**src/rtl/pdm_pkg.sv**
```systemverilog
// constants and types for the power-down mode controller
// What this block does
// - sleep instruction with standby select 0 halts cpu, keeps registers, enters sleep
// - in sleep, peripherals keep running and bus clock pin keeps toggling
// - state pins: reset HH, sleep HL, standby LH, normal LL
// - during refresh in sleep both state pins are low
// - sleep ends on nmi, level, peripheral interrupt or reset, ignoring block bit
// - waking interrupt runs exception handling and loads event code register
// - sleep with standby select 1 halts cpu, clocks, peripherals and bus clock pin
// - standby entry clears timer start register; other registers kept
// - after wake, wait settling time, restore clocks, pins low, load both codes
// - if standby select stays set, watchdog counter reaching 80h re-enters locked standby
// - maskable wake only when request level exceeds mask level
// - level, external and port wakes need calendar clock; peripherals limited similarly
// - power-on reset ends standby, manual reset ends all but locked and hardware standby; bus clock keeps being driven
// - module stop bit gates that module's clock; serial pins reset
// - timer stop clears start register; calendar stop blocks register access and gates the calendar clock
// - module standby ends when stop bits clear or on reset
// - hw standby request low halts all but calendar clock modules, refuses irqs; the code ignores the request while in sleep
// - hw standby request sampled on 32.768 khz, needs two consecutive lows
// - hardware standby is left only by power-on reset
package pdm_pkg;
	localparam logic [7:0] PDM_CTRL_ADDR    = 8'h00;
	localparam logic [7:0] PDM_CTRL2_ADDR   = 8'h04;
	localparam logic [7:0] PDM_STAT_ADDR    = 8'h08;
	localparam logic [7:0] PDM_EVT_ADDR     = 8'h0c;
	localparam logic [7:0] PDM_EVTB_ADDR    = 8'h10;
	localparam logic [7:0] PDM_WDT_ADDR     = 8'h14;
	localparam int         PDM_STANDBY_SELECT_BIT     = 7;
	localparam int         PDM_TMU_BIT      = 2;
	localparam int         PDM_RTC_BIT      = 1;
	localparam int         PDM_SCI_BIT      = 0;
	localparam int         PDM_BSC_BIT      = 7;
	localparam logic [7:0] PDM_CTRL_RST     = 8'h00;
	localparam logic [7:0] PDM_CTRL_MASK    = 8'h87;
	localparam logic [7:0] PDM_CTRL2_MASK   = 8'hbf;
	localparam logic [7:0] PDM_WDT_RST      = 8'h00;
	localparam logic [7:0] PDM_WDT_RELOCK   = 8'h80;
	localparam logic [7:0] PDM_WDT_TOP      = 8'hff;
	localparam logic [11:0] PDM_EVT_RST     = 12'h000;
	localparam logic [11:0] PDM_EVT_NMI     = 12'h1c0;
	localparam logic [1:0] PDM_PINS_RESET   = 2'b11;
	localparam logic [1:0] PDM_PINS_SLEEP   = 2'b10;
	localparam logic [1:0] PDM_PINS_STANDBY_SELECT    = 2'b01;
	localparam logic [1:0] PDM_PINS_NORMAL  = 2'b00;
	localparam int         PDM_SUB_LOWS     = 2;
	typedef enum logic [2:0] {PDM_RUN, PDM_SLEEP, PDM_STANDBY, PDM_SETTLE, PDM_LOCKED, PDM_HWSTBY} pdm_state_t;
endpackage : pdm_pkg

```
**src/rtl/pdm_ctrl.sv**
```systemverilog
// power-down mode controller with apb register access
//
// The register offsets and the APB slave port were left to the implementer.
`timescale 1ns/100ps
module pdm_ctrl (
	// clock and reset
	input  wire logic                ref_clk,
	input  wire logic                reset,
	input  wire logic                manual_reset,
	// apb
	input  wire logic                psel,
	input  wire logic                penable,
	input  wire logic                pwrite,
	input  wire logic [7:0]          paddr,
	input  wire logic [31:0]         pwdata,
	output logic      [31:0]         prdata,
	output logic                     pready,
	output logic                     pslverr,
	// cpu side
	input  wire logic                sleep_exec,
	input  wire logic                block_bit,
	input  wire logic [3:0]          irq_mask_level,
	input  wire logic                nmi_req,
	input  wire logic [3:0]          encoded_level_irq,
	input  wire logic                port_irq,
	input  wire logic                periph_irq,
	input  wire logic                rtc_irq,
	input  wire logic [3:0]          periph_level,
	input  wire logic [11:0]         periph_code,
	input  wire logic                rtc_in_use,
	input  wire logic                refresh_active,
	input  wire logic                sub_clk_tick,
	input  wire logic                hw_standby_request_n,
	output logic                     cpu_halt,
	output logic                     irq_take,
	output logic                     bus_clk_en,
	output logic                     periph_clk_en,
	output logic                     timer_unit_clk_en,
	output logic                     calendar_clk_en,
	output logic                     serial0_clk_en,
	output logic                     bus_ctrl_clk_en,
	output logic                     timer_start_clr,
	output logic                     calendar_access_ok,
	output logic                     serial0_reset,
	// state pins
	output logic                     proc_state_hi,
	output logic                     proc_state_lo
);
	import pdm_pkg::*;

	pdm_state_t  state_q, state_d;
	logic [7:0]  power_down_control_reg_q;
	logic [7:0]  ctrl2_q;
	logic [7:0]  watchdog_counter_q;
	logic [11:0] event_code_reg_q, event_code_reg_b_q;
	logic [1:0]  sub_lows_q;
	logic        wake, wake_lvl, wake_ext, wake_per, wr_acc, rd_acc;
	logic [11:0] wake_code;
	logic [1:0]  pins_d;
	logic        hw_req, stopped, rearm_q;

	assign wr_acc = psel & penable & pwrite;
	assign rd_acc = psel & penable & ~pwrite;
	assign hw_req = (sub_lows_q == 2'(PDM_SUB_LOWS));

	// wake sources; block bit is deliberately not consulted
	always_comb begin
		wake_lvl = (encoded_level_irq != 4'h0) && (encoded_level_irq > irq_mask_level);
		wake_per = periph_irq && (periph_level > irq_mask_level);
		wake_ext = port_irq && (periph_level > irq_mask_level);
		if (state_q == PDM_STANDBY) begin
			wake = nmi_req | (rtc_in_use & (wake_lvl | wake_ext))
				| (rtc_irq & (periph_level > irq_mask_level));
		end else begin
			wake = nmi_req | wake_lvl | wake_per;
		end
		if (nmi_req)
			wake_code = PDM_EVT_NMI;
		else if (wake_lvl)
			wake_code = {4'h2, encoded_level_irq, 4'h0};
		else
			wake_code = periph_code;
	end

	// two low samples on the sub-clock make a hardware standby request
	always_ff @(posedge ref_clk) begin
		if (reset)
			sub_lows_q <= 2'b00;
		else if (sub_clk_tick)
			sub_lows_q <= hw_standby_request_n ? 2'b00 : (hw_req ? sub_lows_q : sub_lows_q + 2'b01);
	end

	always_comb begin
		state_d = state_q;
		unique case (state_q)
			PDM_RUN: begin
				if (sleep_exec)
					state_d = power_down_control_reg_q[PDM_STANDBY_SELECT_BIT] ? PDM_STANDBY : PDM_SLEEP;
			end
			PDM_SLEEP:   if (wake) state_d = PDM_RUN;
			PDM_STANDBY: if (wake) state_d = PDM_SETTLE;
			PDM_SETTLE:  if (watchdog_counter_q == PDM_WDT_TOP) state_d = PDM_RUN;
			PDM_LOCKED:  state_d = PDM_LOCKED;
			PDM_HWSTBY:  state_d = PDM_HWSTBY;
		endcase
		// re-entry after wake while standby select left set
		if (state_q == PDM_RUN && rearm_q && power_down_control_reg_q[PDM_STANDBY_SELECT_BIT]
				&& watchdog_counter_q == PDM_WDT_RELOCK)
			state_d = PDM_LOCKED;
		// locked standby ignores manual reset; a hardware request beats it outside sleep
		if (manual_reset && state_q != PDM_HWSTBY && state_q != PDM_LOCKED)
			state_d = PDM_RUN;
		if (hw_req && state_q != PDM_SLEEP)
			state_d = PDM_HWSTBY;
	end

	always_ff @(posedge ref_clk) begin
		if (reset)
			state_q <= PDM_RUN;
		else
			state_q <= state_d;
	end

	// settling counter; stops when standby select is cleared after wake
	always_ff @(posedge ref_clk) begin
		if (reset)
			watchdog_counter_q <= PDM_WDT_RST;
		else if (wr_acc && paddr == PDM_WDT_ADDR && !pready)
			watchdog_counter_q <= pwdata[7:0];
		else if (state_q == PDM_SETTLE)
			watchdog_counter_q <= watchdog_counter_q + 8'h01;
		else if (state_q == PDM_RUN && rearm_q && power_down_control_reg_q[PDM_STANDBY_SELECT_BIT]
				&& watchdog_counter_q != PDM_WDT_RELOCK)
			watchdog_counter_q <= watchdog_counter_q + 8'h01;
	end

	always_ff @(posedge ref_clk) begin
		if (reset) begin
			power_down_control_reg_q <= PDM_CTRL_RST;
			ctrl2_q                  <= PDM_CTRL_RST;
		end else if (manual_reset && state_q != PDM_HWSTBY && state_q != PDM_LOCKED) begin
			power_down_control_reg_q <= PDM_CTRL_RST;
			ctrl2_q                  <= PDM_CTRL_RST;
		end else if (wr_acc && !pready) begin
			if (paddr == PDM_CTRL_ADDR)
				power_down_control_reg_q <= pwdata[7:0] & PDM_CTRL_MASK;
			if (paddr == PDM_CTRL2_ADDR)
				ctrl2_q <= pwdata[7:0] & PDM_CTRL2_MASK;
		end
	end

	// re-lock watch arms only on a wake from standby, so a plain run with standby select set never locks
	always_ff @(posedge ref_clk) begin
		if (reset)
			rearm_q <= 1'b0;
		else if (state_q == PDM_SETTLE && state_d == PDM_RUN)
			rearm_q <= 1'b1;
		else if (state_q != PDM_RUN || !power_down_control_reg_q[PDM_STANDBY_SELECT_BIT])
			rearm_q <= 1'b0;
	end

	// event codes latched on a waking interrupt
	always_ff @(posedge ref_clk) begin
		if (reset) begin
			event_code_reg_q   <= PDM_EVT_RST;
			event_code_reg_b_q <= PDM_EVT_RST;
		end else if (wake && (state_q == PDM_SLEEP || state_q == PDM_STANDBY)) begin
			event_code_reg_q <= wake_code;
			if (state_q == PDM_STANDBY)
				event_code_reg_b_q <= wake_code;
		end
	end

	always_ff @(posedge ref_clk) begin
		if (reset)
			irq_take <= 1'b0;
		else
			irq_take <= (state_q == PDM_SLEEP && wake) || (state_q == PDM_SETTLE && state_d == PDM_RUN);
	end

	// clock gating; standby and hw standby stop everything but the calendar clock
	assign stopped = (state_d == PDM_STANDBY || state_d == PDM_SETTLE || state_d == PDM_LOCKED || state_d == PDM_HWSTBY);

	always_ff @(posedge ref_clk) begin
		if (reset) begin
			cpu_halt           <= 1'b0;
			bus_clk_en         <= 1'b1;
			periph_clk_en      <= 1'b1;
			timer_unit_clk_en  <= 1'b1;
			calendar_clk_en    <= 1'b1;
			serial0_clk_en     <= 1'b1;
			bus_ctrl_clk_en    <= 1'b1;
			timer_start_clr    <= 1'b0;
			calendar_access_ok <= 1'b1;
			serial0_reset      <= 1'b0;
		end else begin
			cpu_halt           <= state_d != PDM_RUN;
			bus_clk_en         <= !stopped;
			periph_clk_en      <= !stopped;
			timer_unit_clk_en  <= !stopped && !power_down_control_reg_q[PDM_TMU_BIT]
				&& !(state_d == PDM_HWSTBY);
			calendar_clk_en    <= !power_down_control_reg_q[PDM_RTC_BIT];
			serial0_clk_en     <= !stopped && !power_down_control_reg_q[PDM_SCI_BIT];
			bus_ctrl_clk_en    <= !stopped && !(state_d == PDM_SLEEP && ctrl2_q[PDM_BSC_BIT]);
			timer_start_clr    <= (state_d == PDM_STANDBY && state_q == PDM_RUN)
				|| power_down_control_reg_q[PDM_TMU_BIT];
			calendar_access_ok <= !power_down_control_reg_q[PDM_RTC_BIT];
			serial0_reset      <= power_down_control_reg_q[PDM_SCI_BIT];
		end
	end

	// state pins, registered on ref_clk
	always_comb begin
		unique case (state_d)
			PDM_RUN:     pins_d = PDM_PINS_NORMAL;
			PDM_SLEEP:   pins_d = refresh_active ? PDM_PINS_NORMAL : PDM_PINS_SLEEP;
			PDM_SETTLE:  pins_d = PDM_PINS_STANDBY_SELECT;
			default:     pins_d = PDM_PINS_STANDBY_SELECT;
		endcase
	end

	always_ff @(posedge ref_clk) begin
		if (reset) begin
			proc_state_hi <= PDM_PINS_RESET[1];
			proc_state_lo <= PDM_PINS_RESET[0];
		end else begin
			proc_state_hi <= pins_d[1];
			proc_state_lo <= pins_d[0];
		end
	end

	// apb: one wait state per access phase, unmapped reads zero with error
	always_ff @(posedge ref_clk) begin
		if (reset) begin
			pready  <= 1'b0;
			pslverr <= 1'b0;
			prdata  <= 32'h0000_0000;
		end else begin
			pready  <= psel & penable & ~pready;
			pslverr <= psel & penable & ~pready & (paddr > PDM_WDT_ADDR || paddr[1:0] != 2'b00);
			prdata  <= 32'h0000_0000;
			if (rd_acc && !pready) begin
				unique case (paddr)
					PDM_CTRL_ADDR:  prdata <= {24'h0, power_down_control_reg_q};
					PDM_CTRL2_ADDR: prdata <= {24'h0, ctrl2_q};
					PDM_STAT_ADDR:  prdata <= {29'h0, state_q};
					PDM_EVT_ADDR:   prdata <= {20'h0, event_code_reg_q};
					PDM_EVTB_ADDR:  prdata <= {20'h0, event_code_reg_b_q};
					PDM_WDT_ADDR:   prdata <= {24'h0, watchdog_counter_q};
					default:        prdata <= 32'h0000_0000;
				endcase
			end
		end
	end

	// checks
	property p_sleep_entry;
		@(posedge ref_clk) disable iff (reset)
		(state_q == PDM_RUN && sleep_exec && !power_down_control_reg_q[PDM_STANDBY_SELECT_BIT] && !hw_req && !manual_reset)
			|=> state_q == PDM_SLEEP ##1 (proc_state_hi || refresh_active || !cpu_halt);
	endproperty
	a_sleep_entry: assert property (p_sleep_entry) else $error("sleep entry wrong");

	property p_standby_select_pins;
		@(posedge ref_clk) disable iff (reset)
		(state_q == PDM_STANDBY) |-> (!proc_state_hi && proc_state_lo && !bus_clk_en);
	endproperty
	a_standby_select_pins: assert property (p_standby_select_pins) else $error("standby pins wrong");

	property p_hw_sticky;
		@(posedge ref_clk) disable iff (reset)
		(state_q == PDM_HWSTBY) |=> state_q == PDM_HWSTBY;
	endproperty
	a_hw_sticky: assert property (p_hw_sticky) else $error("hw standby left");

	property p_lock;
		@(posedge ref_clk) disable iff (reset)
		(state_q == PDM_LOCKED) |=> (state_q == PDM_LOCKED || state_q == PDM_HWSTBY);
	endproperty
	a_lock: assert property (p_lock) else $error("locked standby left");

	property p_tmu_gate;
		@(posedge ref_clk) disable iff (reset)
		power_down_control_reg_q[PDM_TMU_BIT] |=> !timer_unit_clk_en;
	endproperty
	a_tmu_gate: assert property (p_tmu_gate) else $error("timer clock not gated");

	property p_rtc_access;
		@(posedge ref_clk) disable iff (reset)
		$rose(power_down_control_reg_q[PDM_RTC_BIT]) |=> !calendar_access_ok && !calendar_clk_en;
	endproperty
	a_rtc_access: assert property (p_rtc_access) else $error("calendar access open");

	property p_hwreq;
		@(posedge ref_clk) disable iff (reset)
		(hw_req && state_q != PDM_SLEEP) |=> state_q == PDM_HWSTBY;
	endproperty
	a_hwreq: assert property (p_hwreq) else $error("hw request missed");

	property p_sleep_wake;
		@(posedge ref_clk) disable iff (reset)
		(state_q == PDM_SLEEP && nmi_req && !hw_req) |=> state_q == PDM_RUN && event_code_reg_q == PDM_EVT_NMI && irq_take;
	endproperty
	a_sleep_wake: assert property (p_sleep_wake) else $error("sleep wake wrong");

	property p_refresh_pins;
		@(posedge ref_clk) disable iff (reset)
		(state_q == PDM_SLEEP && state_d == PDM_SLEEP && refresh_active) |=> !proc_state_hi && !proc_state_lo;
	endproperty
	a_refresh_pins: assert property (p_refresh_pins) else $error("refresh pins wrong");
endmodule : pdm_ctrl

```
**config.mk**
```make
export PLATFORM = sky130hd
export DESIGN_NAME = pdm_ctrl
export DESIGN_NICKNAME = d
export VERILOG_FILES = /design/src/rtl/pdm_pkg.sv /design/src/rtl/pdm_ctrl.sv
export SDC_FILE = /design/constraint.sdc
export NUM_CORES = 1
export LEC_CHECK = 0
export CAP_MARGIN = 20
export CORE_MARGIN = 8
export CORE_UTILIZATION = 65
export CTS_CLUSTER_SIZE = 20
export DETAILED_ROUTE_END_ITERATION = 7
export DONT_BUFFER_PORTS = 1
export MAX_ROUTING_LAYER = met4
export PLACE_DENSITY = 0.92
export REMOVE_ABC_BUFFERS = 1
export SLEW_MARGIN = 20
export SYNTH_ARGS = -nofsm -noshare
export SYNTH_HDL_FRONTEND = slang
export SYNTH_SLANG_ARGS = --single-unit
```
**constraint.sdc**
```tcl
create_clock -name ref_clk -period 4.6 [get_ports ref_clk]
set_clock_uncertainty 0.1 [all_clocks]
set_input_delay 0.92 -clock ref_clk [delete_from_list [all_inputs] [get_ports ref_clk]]
set_output_delay 0.92 -clock ref_clk [all_outputs]
set_load 0.1 [all_outputs]
```
==> out/results.ini, run 1 <==
[run_status]
status = finished clean

[worst_setup_path]
cp.arrival_ns = 3.13
required_ns = 4.78
start_kind = input port
crit_path_end_kind = flop
path_max_fanout = 12
crit_type = input port to flop

[pwr]
intPower_w = 0.001043
p_leak_nw = 1.436
power.total_w = 0.001446
p_per_area_nw_per_um2 = 361.4
switchingPower_w = 0.0004035
switching_share = 0.2790
p_seq_frac = 0.472
pwr-share-comb = 0.106
p_clk_frac = 0.422
vdd_ir_drop_max_uv = 283.5

[routing]
via_count = 3334
dr_wl_met2_um = 4612
via_per_inst = 6.449
drtIter0Drc = 326
wl_met1_um = 3853
wl_met3_um = 1054
wl_per_cell_um = 18.99
drc = 0
routed.top_layer = met4
detail-route-antenna-nets = 0
wl_um = 9817
dr.pass1.iters = 8

[sta]
setup_viol = 0
rsz0062_at_grt = no
relSlewSlack = 0.3276
fin_crit_ns = 2.952
finalHoldViolCount = 0
worst_pin_slew_ns = 1.011
timing.final.crit_share = 0.6417
slew_viol_final = 0
finalWorstSetupSlack_ns = 1.648
fmax_mhz = 338.8
setup_tns_ns = 0

[hold_path]
min_path_type = flop to flop

[global_route]
grt_use_total = 0.2323
grt_max_degree = 45
grt_pass1_wl_um = 15810
antenna_found_initial = 0
grt_pass1_vias = 3325
grt-ovfl-total = 0

[synthesis]
ys.flop_type = dfxtp_1
ys_types = 62
synth_warnings = 0
synth_cells = 455
mappedNetlistArea_um2 = 3882
ys_seq_area_frac = 0.3816
ys_seq_elements = 74
syn_area_per_cell_um2 = 8.533
synth_edf_count = 0
async_reset_ff_frac = 0

[floorplan]
core_area_um2 = 5851
die_h_um = 93.29
boundaryPins = 127
fp.dieW_um = 93.29
die_area_um2 = 8702
initial_core_util = 0.6636
row_count = 28

[clock_tree]
cts-htree-levels = 3
cts-buffers-inserted = 9
clock_path_buffers = 2
cts_root_buf = clkbuf_8
ctsHoldBuffers = 0
post_cts_buffers = 0
clk_latency_ns = 0.36
clock_sinks = 74
clkTransAtPathRegs_ns = 0.08
cts_tree = yes
cts_resized = 0

[layout]
drive_above_1_share = 0.09729
num-fill-cells = 446
fin_nets = 528
num_antenna_cells = 0
syn2layout_area_growth_pct = 3.062

[placed_design]
io_buffers = 0
finalWeightedCongestion = 0.8861
hpwl_um = 7016
dpl_worst_slack_ns = 1.297

[run]
cap_violations = 0

==> flip-flops by register name, indices dropped and copies added, names as in the netlist, 2 cells and up <==
name / cells
watchdog_counter_q: 8
sub_lows_q: 2
prdata: 12
ctrl2_q: 7
state_q: 3
power_down_control_reg_q: 4
event_code_reg_q: 12
event_code_reg_b_q: 12
==> cell usage in the layout, fill, tap and decap left out, drive strengths merged, types with 2 or more instances in the layout <==
cell / netlist / final
a221o: 2 / 2
nor4: 3 / 3
conb: 1 / 20
and4b: 2 / 2
o21a: 3 / 3
a22o: 3 / 3
mux2i: 4 / 4
inv: 18 / 19
nor3: 12 / 12
or3: 2 / 2
dfxtp: 74 / 74
clkbuf: 14 / 10
a21o: 2 / 2
a31oi: 2 / 2
a21boi: 4 / 4
nand4: 6 / 6
ha: 11 / 11
a211o: 2 / 2
bufinv: 0 / 3
a22oi: 9 / 9
nand3: 35 / 35
nand4bb: 2 / 2
nor2: 42 / 42
nand2: 38 / 38
o211ai: 8 / 8
nand2b: 6 / 6
a222oi: 3 / 3
o21ai: 14 / 14
a32oi: 2 / 2
xor2: 6 / 6
o31ai: 3 / 3
a21oi: 42 / 42
nor2b: 6 / 6
and3: 3 / 3
a211oi: 11 / 11
and2: 4 / 4
clkinvlp: 0 / 2
mux2: 6 / 6
==> critical path: stages <==
cell and delay, ns:
inv_1 0.04, ha_1 0.35, and4b_1 0.23, a211oi_2 0.28, nor2_1 0.16, o311ai_2 0.82
a21oi_1 0.16, nor3_1 0.16
==> path summary, 6_finish.rpt <==
| check | depth (start not counted) | to | start | slack, ns |
|---|---|---|---|---|
| max | 8 | event_code_reg_q[6] | irq_mask_level[3] | 1.65 |
| min | 1 | calendar_access_ok | power_down_control_reg_q[1] | 0.33 |
| max reg2reg | 8 | watchdog_counter_q[6] | watchdog_counter_q[0] | 2.13 |
| min reg2reg | 1 | calendar_access_ok | power_down_control_reg_q[1] | 0.33 |
==> power by group through the flow <==
stage | clock network (W) | registers (W) | logic [W]
CTS | 0.000612 | 0.000682 | 0.000151
detailed placement | 0 | 0.000697 | 0.000150
global placement | 0 | 0.000697 | 0.000146
global route | 0.000642 | 0.000683 | 0.000164
finish | 0.000611 | 0.000682 | 0.000153
floorplan | 0 | 0.000695 | 0.000135
==> logic make-up after synthesis <==
family | count (synthesis) | synth area share
AND/OR/NAND/NOR | 166 | 0.2188
AO/OA/AOI/OAI | 118 | 0.2198
flip-flops | 74 | 0.3816
buffers and inverters | 67 | 0.09410
adder cells (fa/ha/maj) | 11 | 0.03545
multiplexers | 11 | 0.03351
XOR/XNOR | 7 | 0.01579
other | 1 | 0.0009659
==> layout make-up <==
cell class,instances,area [um2],area share
clock buffers,10,127.6,0.03189
repair buffers,1,7.507,0.001876
clock inverters,6,113.9,0.02846
well taps,75,93.84,0.02345
flip-flops and latches,74,1484,0.3709
inverters,18,67.56,0.01689
multi-input cells,333,2107,0.5266
==> routing by layer <==
metal	global-route usage	up-vias
li1	-	1550
met2	0.3690	210
met5	-	-
met4	0.1087	0
met3	0.06170	32
met1	0.2674	1542
==> Yosys cell counts, drive strengths merged (2+ instances only) <==
cell type,n,area share
nand2,38,0.037
nor3,12,0.018
a21o,2,0.0039
nand3,35,0.048
nor2,42,0.041
or3,2,0.0032
nand2b,6,0.0097
o211ai,8,0.015
a221o,2,0.0052
and4b,2,0.0052
inv,18,0.017
xor2,6,0.014
a32oi,2,0.0045
clkbuf,14,0.014
a22oi,9,0.017
o21a,3,0.0058
o31ai,3,0.0071
a22o,3,0.0068
mux2i,4,0.010
buf,35,0.063
o21ai,14,0.018
nor2b,6,0.0097
nand4bb,2,0.0058
dfxtp,74,0.38
a21boi,4,0.0077
nor4,3,0.0087
ha,11,0.035
a211oi,11,0.035
a211o,2,0.0045
and2,4,0.0064
mux2,6,0.017
a21oi,42,0.055
nand4,6,0.0097
a31oi,2,0.0032
and3,3,0.0048
a222oi,3,0.0077
==> metrics by stage <==
step           utilization  hold slack [ns]  cells  instance area (um2)
2_1_floorplan            -           0.2706    425                 3656
3_3_place_gp        0.6426           0.2949    501                 3760
3_5_place_dp        0.6426           0.3070    501                 3760
4_1_cts             0.6839           0.3234    517                 4001
5_1_grt             0.6839           0.3444    517                 4001
6_report            0.6839           0.3283    517                 4001
No activity file was read; power rests on OpenSTA's default activity.
==> inputs of run 2 (changes only) <==
CORE_UTILIZATION = 63   (was 65)
PLACE_DENSITY = 0.9   (was 0.92)
clock period = 2.85 ns   (was 4.6 ns; I/O delays follow)
==> run 2 against run 1 <==
Effect of this change:
- clock power up 28%
- largest cell class unchanged
- non-clock buffer count up 14
- total power up 48%
- critical endpoint is now watchdog_counter_q[6]
- global-route usage down 0.36 points
- critical path type is now flop to flop
- die area up 2.6%
- count of clock-buffer cells in the layout unchanged
- cell count up 2.5%
- via count up 2.3%
- utilization down 0.20 points
- combinational power up 75%
==> out/results.ini, run 2 (synthesized netlist as in run 1, its figures left out) <==
[layout]
reg_top3 = event_code_reg_b_q: 12 flops, event_code_reg_q: 12 flops, prdata: 12 flops  ; unchanged
syn2layout_area_growth_pct = 4.609  ; was 3.062%
num_antenna_cells = 0  ; unchanged
final_common_cell = dfxtp_1  ; unchanged
fin_nets = 542  ; was 528
drive_above_1_share = 0.1231  ; was 0.09729
fin_area_um2 = 4061  ; was 4001 um2
final_cells = 530  ; was 517
final_cell_mix = dfxtp_1 (72), nor2_1 (42), a21oi_1 (41)  ; unchanged

[global_route]
grt_max_degree = 45  ; unchanged
grt_use_total = 0.2287  ; was 0.2323
grt_use_met1 = 0.2740  ; was 0.2674
antenna_found_initial = 0  ; unchanged
grt-ovfl-total = 0  ; unchanged
grt_pass1_wl_um = 15890  ; was 15810 um
use_met3 = 0.05397  ; was 0.06170
grt_pass1_vias = 3356  ; was 3325
grt.met2_usage = 0.3604  ; was 0.3690
busiest_layer = met2  ; unchanged

[routing]
wl_um = 9748  ; was 9817 um
via_per_inst = 6.438  ; was 6.449
detail-route-antenna-nets = 0  ; unchanged
drc = 0  ; unchanged
via_count = 3412  ; was 3334
drtIter0Drc = 301  ; was 326
wl_per_cell_um = 18.39  ; was 18.99 um
dr.pass1.iters = 7  ; was 8

[sta]
timing.final.crit_share = 0.8586
setup_tns_ns = 0  ; unchanged
slew_viol_final = 0  ; unchanged
rsz0062_at_grt = no  ; unchanged
fin_crit_ns = 2.447
setup_viol = 0  ; unchanged
relSlewSlack = 0.3370  ; was 0.3276
worst_pin_slew_ns = 0.9968  ; was 1.011 ns
fmax_mhz = 408.7
holdWs_ns = 0.1765  ; was 0.3283 ns
finalHoldViolCount = 0  ; unchanged

[worst_setup_path]
path_max_fanout = 9  ; was 12
path_cells = inv_1 -> ha_1 -> nand4bb_1 -> nor2_1 -> o31ai_2 -> nand3_1 -> xor2_1 -> a211oi_2  ; was inv_1 -> ha_1 -> and4b_1 -> a211oi_2 -> nor2_1 -> o311ai_2 -> a21oi_1 -> nor3_1
cp.arrival_ns = 2.62  ; was 3.13 ns
required_ns = 3.03  ; was 4.78 ns
start_kind = flop  ; was input port
slowest_stage = o31ai_2  ; was o311ai_2
crit_type = flop to flop  ; was input port to flop
crit_path_end_kind = flop  ; unchanged
cpPeakStageDelay_ns = 0.60  ; was 0.82 ns

[pwr]
p_per_area_nw_per_um2 = 527.3  ; was 361.4 nW/um2
vdd_ir_drop_max_uv = 365.1  ; was 283.5 uV
p_leak_nw = 1.493  ; was 1.436 nW

[placed_design]
io_buffers = 0  ; unchanged
finalWeightedCongestion = 0.9593  ; was 0.8861
hpwl_um = 7039  ; was 7016 um
dp.cells = 515  ; was 501
place_area_um2 = 3877  ; was 3760 um2

[clock_tree]
clock_path_buffers = 2  ; unchanged
cts_resized = 0  ; unchanged
post_cts_buffers = 0  ; unchanged
clk_latency_ns = 0.35  ; was 0.36 ns
cts-htree-levels = 3  ; unchanged
clkTransAtPathRegs_ns = 0.08  ; about the same
cts_root_buf = clkbuf_8  ; unchanged
clock_sinks = 74  ; unchanged
cts_tree = yes  ; unchanged
cts-buffers-inserted = 9  ; unchanged
ctsHoldBuffers = 0  ; unchanged

[floorplan]
row_count = 28  ; unchanged
core_area_um2 = 5956  ; was 5851 um2
fp.dieW_um = 94.50  ; was 93.29 um
die_h_um = 94.50  ; was 93.29 um
die_area_um2 = 8930  ; was 8702 um2
initial_core_util = 0.6519  ; was 0.6636
boundaryPins = 127  ; unchanged

[hold_path]
min_path_type = input port to flop  ; was flop to flop

[run]
cap_violations = 0  ; unchanged

[run_status]
status = finished clean  ; unchanged

## run 2: changes by cell type in the layout (fill, tap and decap cells not counted)
cell        delta
inv_6          -1
clkinv_4       +1
buf_4         +13
clkinvlp_4     -1
clkinv_2       +2
bufinv_16      -2
buf_12         +1
## run 2: worst paths after layout
path / from / end / slack (ns) / cells past startpoint
setup reg to reg: watchdog_counter_q[0] / watchdog_counter_q[6] / 0.40 / 8
hold reg to reg: power_down_control_reg_q[1] / calendar_access_ok / 0.32 / 1
hold / removal: reset / cpu_halt / 0.18 / 1
setup / recovery: watchdog_counter_q[0] / watchdog_counter_q[6] / 0.40 / 8
## run 2: power breakdown
part | total (W) | leakage [nW] | switching (W) | internal [W]
combinational | 0.000267 | 0.804 | 0.000208 | 0.0000586
clock | 0.000785 | 0.0921 | 0.000387 | 0.000398
sequential | 0.00109 | 0.597 | 0.0000424 | 0.00105
total | 0.00214 | 1.49 | 0.000638 | 0.00150
## run 2: final cells by class
| type | instances | area (um2) |
|---|---|---|
| Clock buffer | 10 | 127.6 |
| Clock inverter | 5 | 56.30 |
| Fill cell | 480 | 1894 |
| Inverter | 18 | 67.56 |
| Multi-Input combinational cell | 333 | 2107 |
| Sequential cell | 74 | 1484 |
| Tap cell | 75 | 93.84 |
| Timing Repair Buffer | 15 | 125.1 |
## run 2: stage by stage
stage / total power, W / worst slack (ns) / utilization
5_1_grt: 0.002215 / 0.2576 / 0.6819
3_3_place_gp: 0.001368 / 0.1720 / 0.6511
6_report: 0.002141 / 0.4029 / 0.6819
4_1_cts: 0.002135 / 0.4481 / 0.6819
2_1_floorplan: 0.001338 / -0.06752 / -
3_5_place_dp: 0.001376 / 0.1133 / 0.6511
## run 2: routing by layer
metal | wire, um | share of wire
met1 | 3934 | 0.40
met2 | 4667 | 0.48
met3 | 918 | 0.094
met4 | 227 | 0.023
met5 | 0 | 0
## run 2: worst max-delay path, delay by kind of cell (launching register included)
kind                       cells  cell delay, ns
AOI/OAI and AO/OA              2            0.81
and+or+nand+nor                3            0.51
DFF                            1            0.43
adders and majority gates      1            0.21
xor gates and xnor gates       1            0.20
buffers and inverters          1            0.10
==> inputs of run 3 (changes only) <==
--- a/constraint.sdc
+++ b/constraint.sdc
@@ -4,2 +4,2 @@
 set_output_delay 0.57 -clock ref_clk [all_outputs]
-set_load 0.1 [all_outputs]
+set_load 0.005 [all_outputs]
==> run 3 against run 2 <==
Effect of this change:
- sequential power is essentially flat
- non-clock buffer count shrank 7
- die area is the same
- largest cell class unchanged
- highest routed layer unchanged
- count of clock-buffer cells in the layout is the same
- via count shrank 1.3%
- sequential cell count is the same
==> out/results.ini, run 3 (synthesized netlist as in run 1, its figures left out) <==
[global_route]
grt-ovfl-total = 0  ; unchanged
grt_pass1_vias = 3382  ; was 3356
antenna_found_initial = 0  ; unchanged
grt_use_total = 0.2341  ; was 0.2287
grt_pass1_wl_um = 16230  ; was 15890 um
grt_max_degree = 45  ; unchanged

[clock_tree]
cts-htree-levels = 3  ; unchanged
ctsHoldBuffers = 0  ; unchanged
post_cts_buffers = 0  ; unchanged
cts_resized = 0  ; unchanged
clock_path_buffers = 2  ; unchanged
clk_latency_ns = 0.35  ; about the same
clock_sinks = 74  ; unchanged
cts-buffers-inserted = 9  ; unchanged
cts_tree = yes  ; unchanged
clkTransAtPathRegs_ns = 0.07  ; was 0.08 ns
cts_root_buf = clkbuf_8  ; unchanged

[pwr]
intPower_w = 0.001703  ; was 0.001504 W
p_clk_frac = 0.449  ; was 0.367
p_leak_nw = 1.477  ; was 1.493 nW
switchingPower_w = 0.0004859  ; was 0.0006376 W
switching_share = 0.2220  ; was 0.2978
pwr-share-comb = 0.067  ; was 0.125
p_seq_frac = 0.484  ; was 0.509
p_per_area_nw_per_um2 = 540.4  ; was 527.3 nW/um2
vdd_ir_drop_max_uv = 312.0  ; was 365.1 uV

[floorplan]
die_h_um = 94.50  ; unchanged
die_area_um2 = 8930  ; unchanged
boundaryPins = 127  ; unchanged
initial_core_util = 0.6519  ; unchanged
fp.dieW_um = 94.50  ; unchanged
core_area_um2 = 5956  ; unchanged
row_count = 28  ; unchanged

[routing]
dr.pass1.iters = 5  ; was 7
drtIter0Drc = 271  ; was 301
wl_um = 9918  ; was 9748 um
wl_per_cell_um = 18.96  ; was 18.39 um
via_count = 3369  ; was 3412
via_per_inst = 6.442  ; was 6.438
detail-route-antenna-nets = 0  ; unchanged
drc = 0  ; unchanged

[layout]
syn2layout_area_growth_pct = 4.318  ; was 4.609%
regArea_um2 = 1481  ; was 1484 um2
num_antenna_cells = 0  ; unchanged
drive_above_1_share = 0.1071  ; was 0.1231
reg_top3 = event_code_reg_b_q: 12 flops, event_code_reg_q: 12 flops, prdata: 12 flops  ; unchanged
fin_nets = 535  ; was 542
final_common_cell = dfxtp_1  ; unchanged
fin_util = 0.6800  ; was 0.6819
num-fill-cells = 474  ; was 480
final_cell_mix = dfxtp_1 (74), nor2_1 (42), a21oi_1 (41)  ; was dfxtp_1 (72), nor2_1 (42), a21oi_1 (41)
multiInputGateArea_um2 = 2107  ; unchanged

[sta]
worst_pin_slew_ns = 0.6752  ; was 0.9968 ns
setup_viol = 0  ; unchanged
fin_crit_ns = 2.464  ; was 2.447 ns
timing.final.crit_share = 0.8644  ; was 0.8586
fmax_mhz = 405.9  ; was 408.7 MHz
slew_viol_final = 0  ; unchanged
relSlewSlack = 0.5472  ; was 0.3370
setup_tns_ns = 0  ; unchanged
rsz0062_at_grt = no  ; unchanged
finalHoldViolCount = 0  ; unchanged

[worst_setup_path]
required_ns = 2.98  ; was 3.03 ns
r2r_slack_ns = 0.43  ; was 0.40 ns
crit_path_end_kind = flop  ; unchanged
cp.arrival_ns = 2.59  ; was 2.62 ns
crit_type = input port to flop  ; was flop to flop
path_max_fanout = 12  ; was 9
start_kind = input port  ; was flop

[hold_path]
min_path_type = input port to flop  ; unchanged

[placed_design]
io_buffers = 0  ; unchanged
hpwl_um = 7076  ; was 7039 um
finalWeightedCongestion = 0.8973  ; was 0.9593

[run]
cap_violations = 0  ; unchanged

[run_status]
status = finished clean  ; unchanged

-- run 3: cell types whose count changed in the layout (fill, tap and decap cells not counted), moves of 2 or more --
cell       change
bufinv_16      +2
dfxtp_1        +2
buf_4          -6
dfxtp_2        -2
-- run 3: through the flow --
| stage | hold WS, ns | instances | worst slack (ns) | cell area, um2 | total power, W |
|---|---|---|---|---|---|
| 2_1_floorplan | 0.2706 | 425 | -0.06752 | 3656 | 0.001189 |
| 3_3_place_gp | 0.2954 | 508 | 0.1822 | 3810 | 0.001217 |
| 3_5_place_dp | 0.2997 | 508 | 0.09994 | 3810 | 0.001225 |
| 4_1_cts | 0.1696 | 523 | 0.4277 | 4050 | 0.002189 |
| 5_1_grt | 0.1648 | 523 | 0.1673 | 4050 | 0.002262 |
| 6_report | 0.1801 | 523 | 0.3865 | 4050 | 0.002189 |
-- run 3: layout make-up --
class	instances	share of cell area
sequential	74	0.3658
clock buffer	10	0.03398
multi-input combinational	333	0.5202
timing repair buffer	8	0.01483
inverter	18	0.01668
clock inverter	5	0.02533
tap	75	0.02317
-- run 3: power groups by stage --
stage | clock network [W] | logic, W | registers [W]
2_1_floorplan | 0 | 0.000109 | 0.00108
3_3_place_gp | 0 | 0.000134 | 0.00108
3_5_place_dp | 0 | 0.000142 | 0.00108
4_1_cts | 0.000987 | 0.000143 | 0.00106
5_1_grt | 0.00104 | 0.000165 | 0.00106
6_report | 0.000984 | 0.000146 | 0.00106
-- run 3: layer usage --
metal	share of wire	track usage
met4	0.024	0.09493
met1	0.39	0.2706
met3	0.10	0.05476
met2	0.49	0.3824
met5	0	-
-- run 3: worst paths after layout --
check / from / end / depth (start not counted)
max: irq_mask_level[2] / event_code_reg_q[1] / 8
min: reset / cpu_halt / 1
max reg2reg: watchdog_counter_q[0] / watchdog_counter_q[5] / 8
min reg2reg: power_down_control_reg_q[1] / calendar_access_ok / 1
-- run 3: critical path, cell delays in order --
cell and delay, ns:
inv_1 0.04, ha_1 0.33, a21o_1 0.22, a211oi_2 0.31, nor2_1 0.16, o311a_1 0.54
o211ai_1 0.30, a21oi_1 0.12
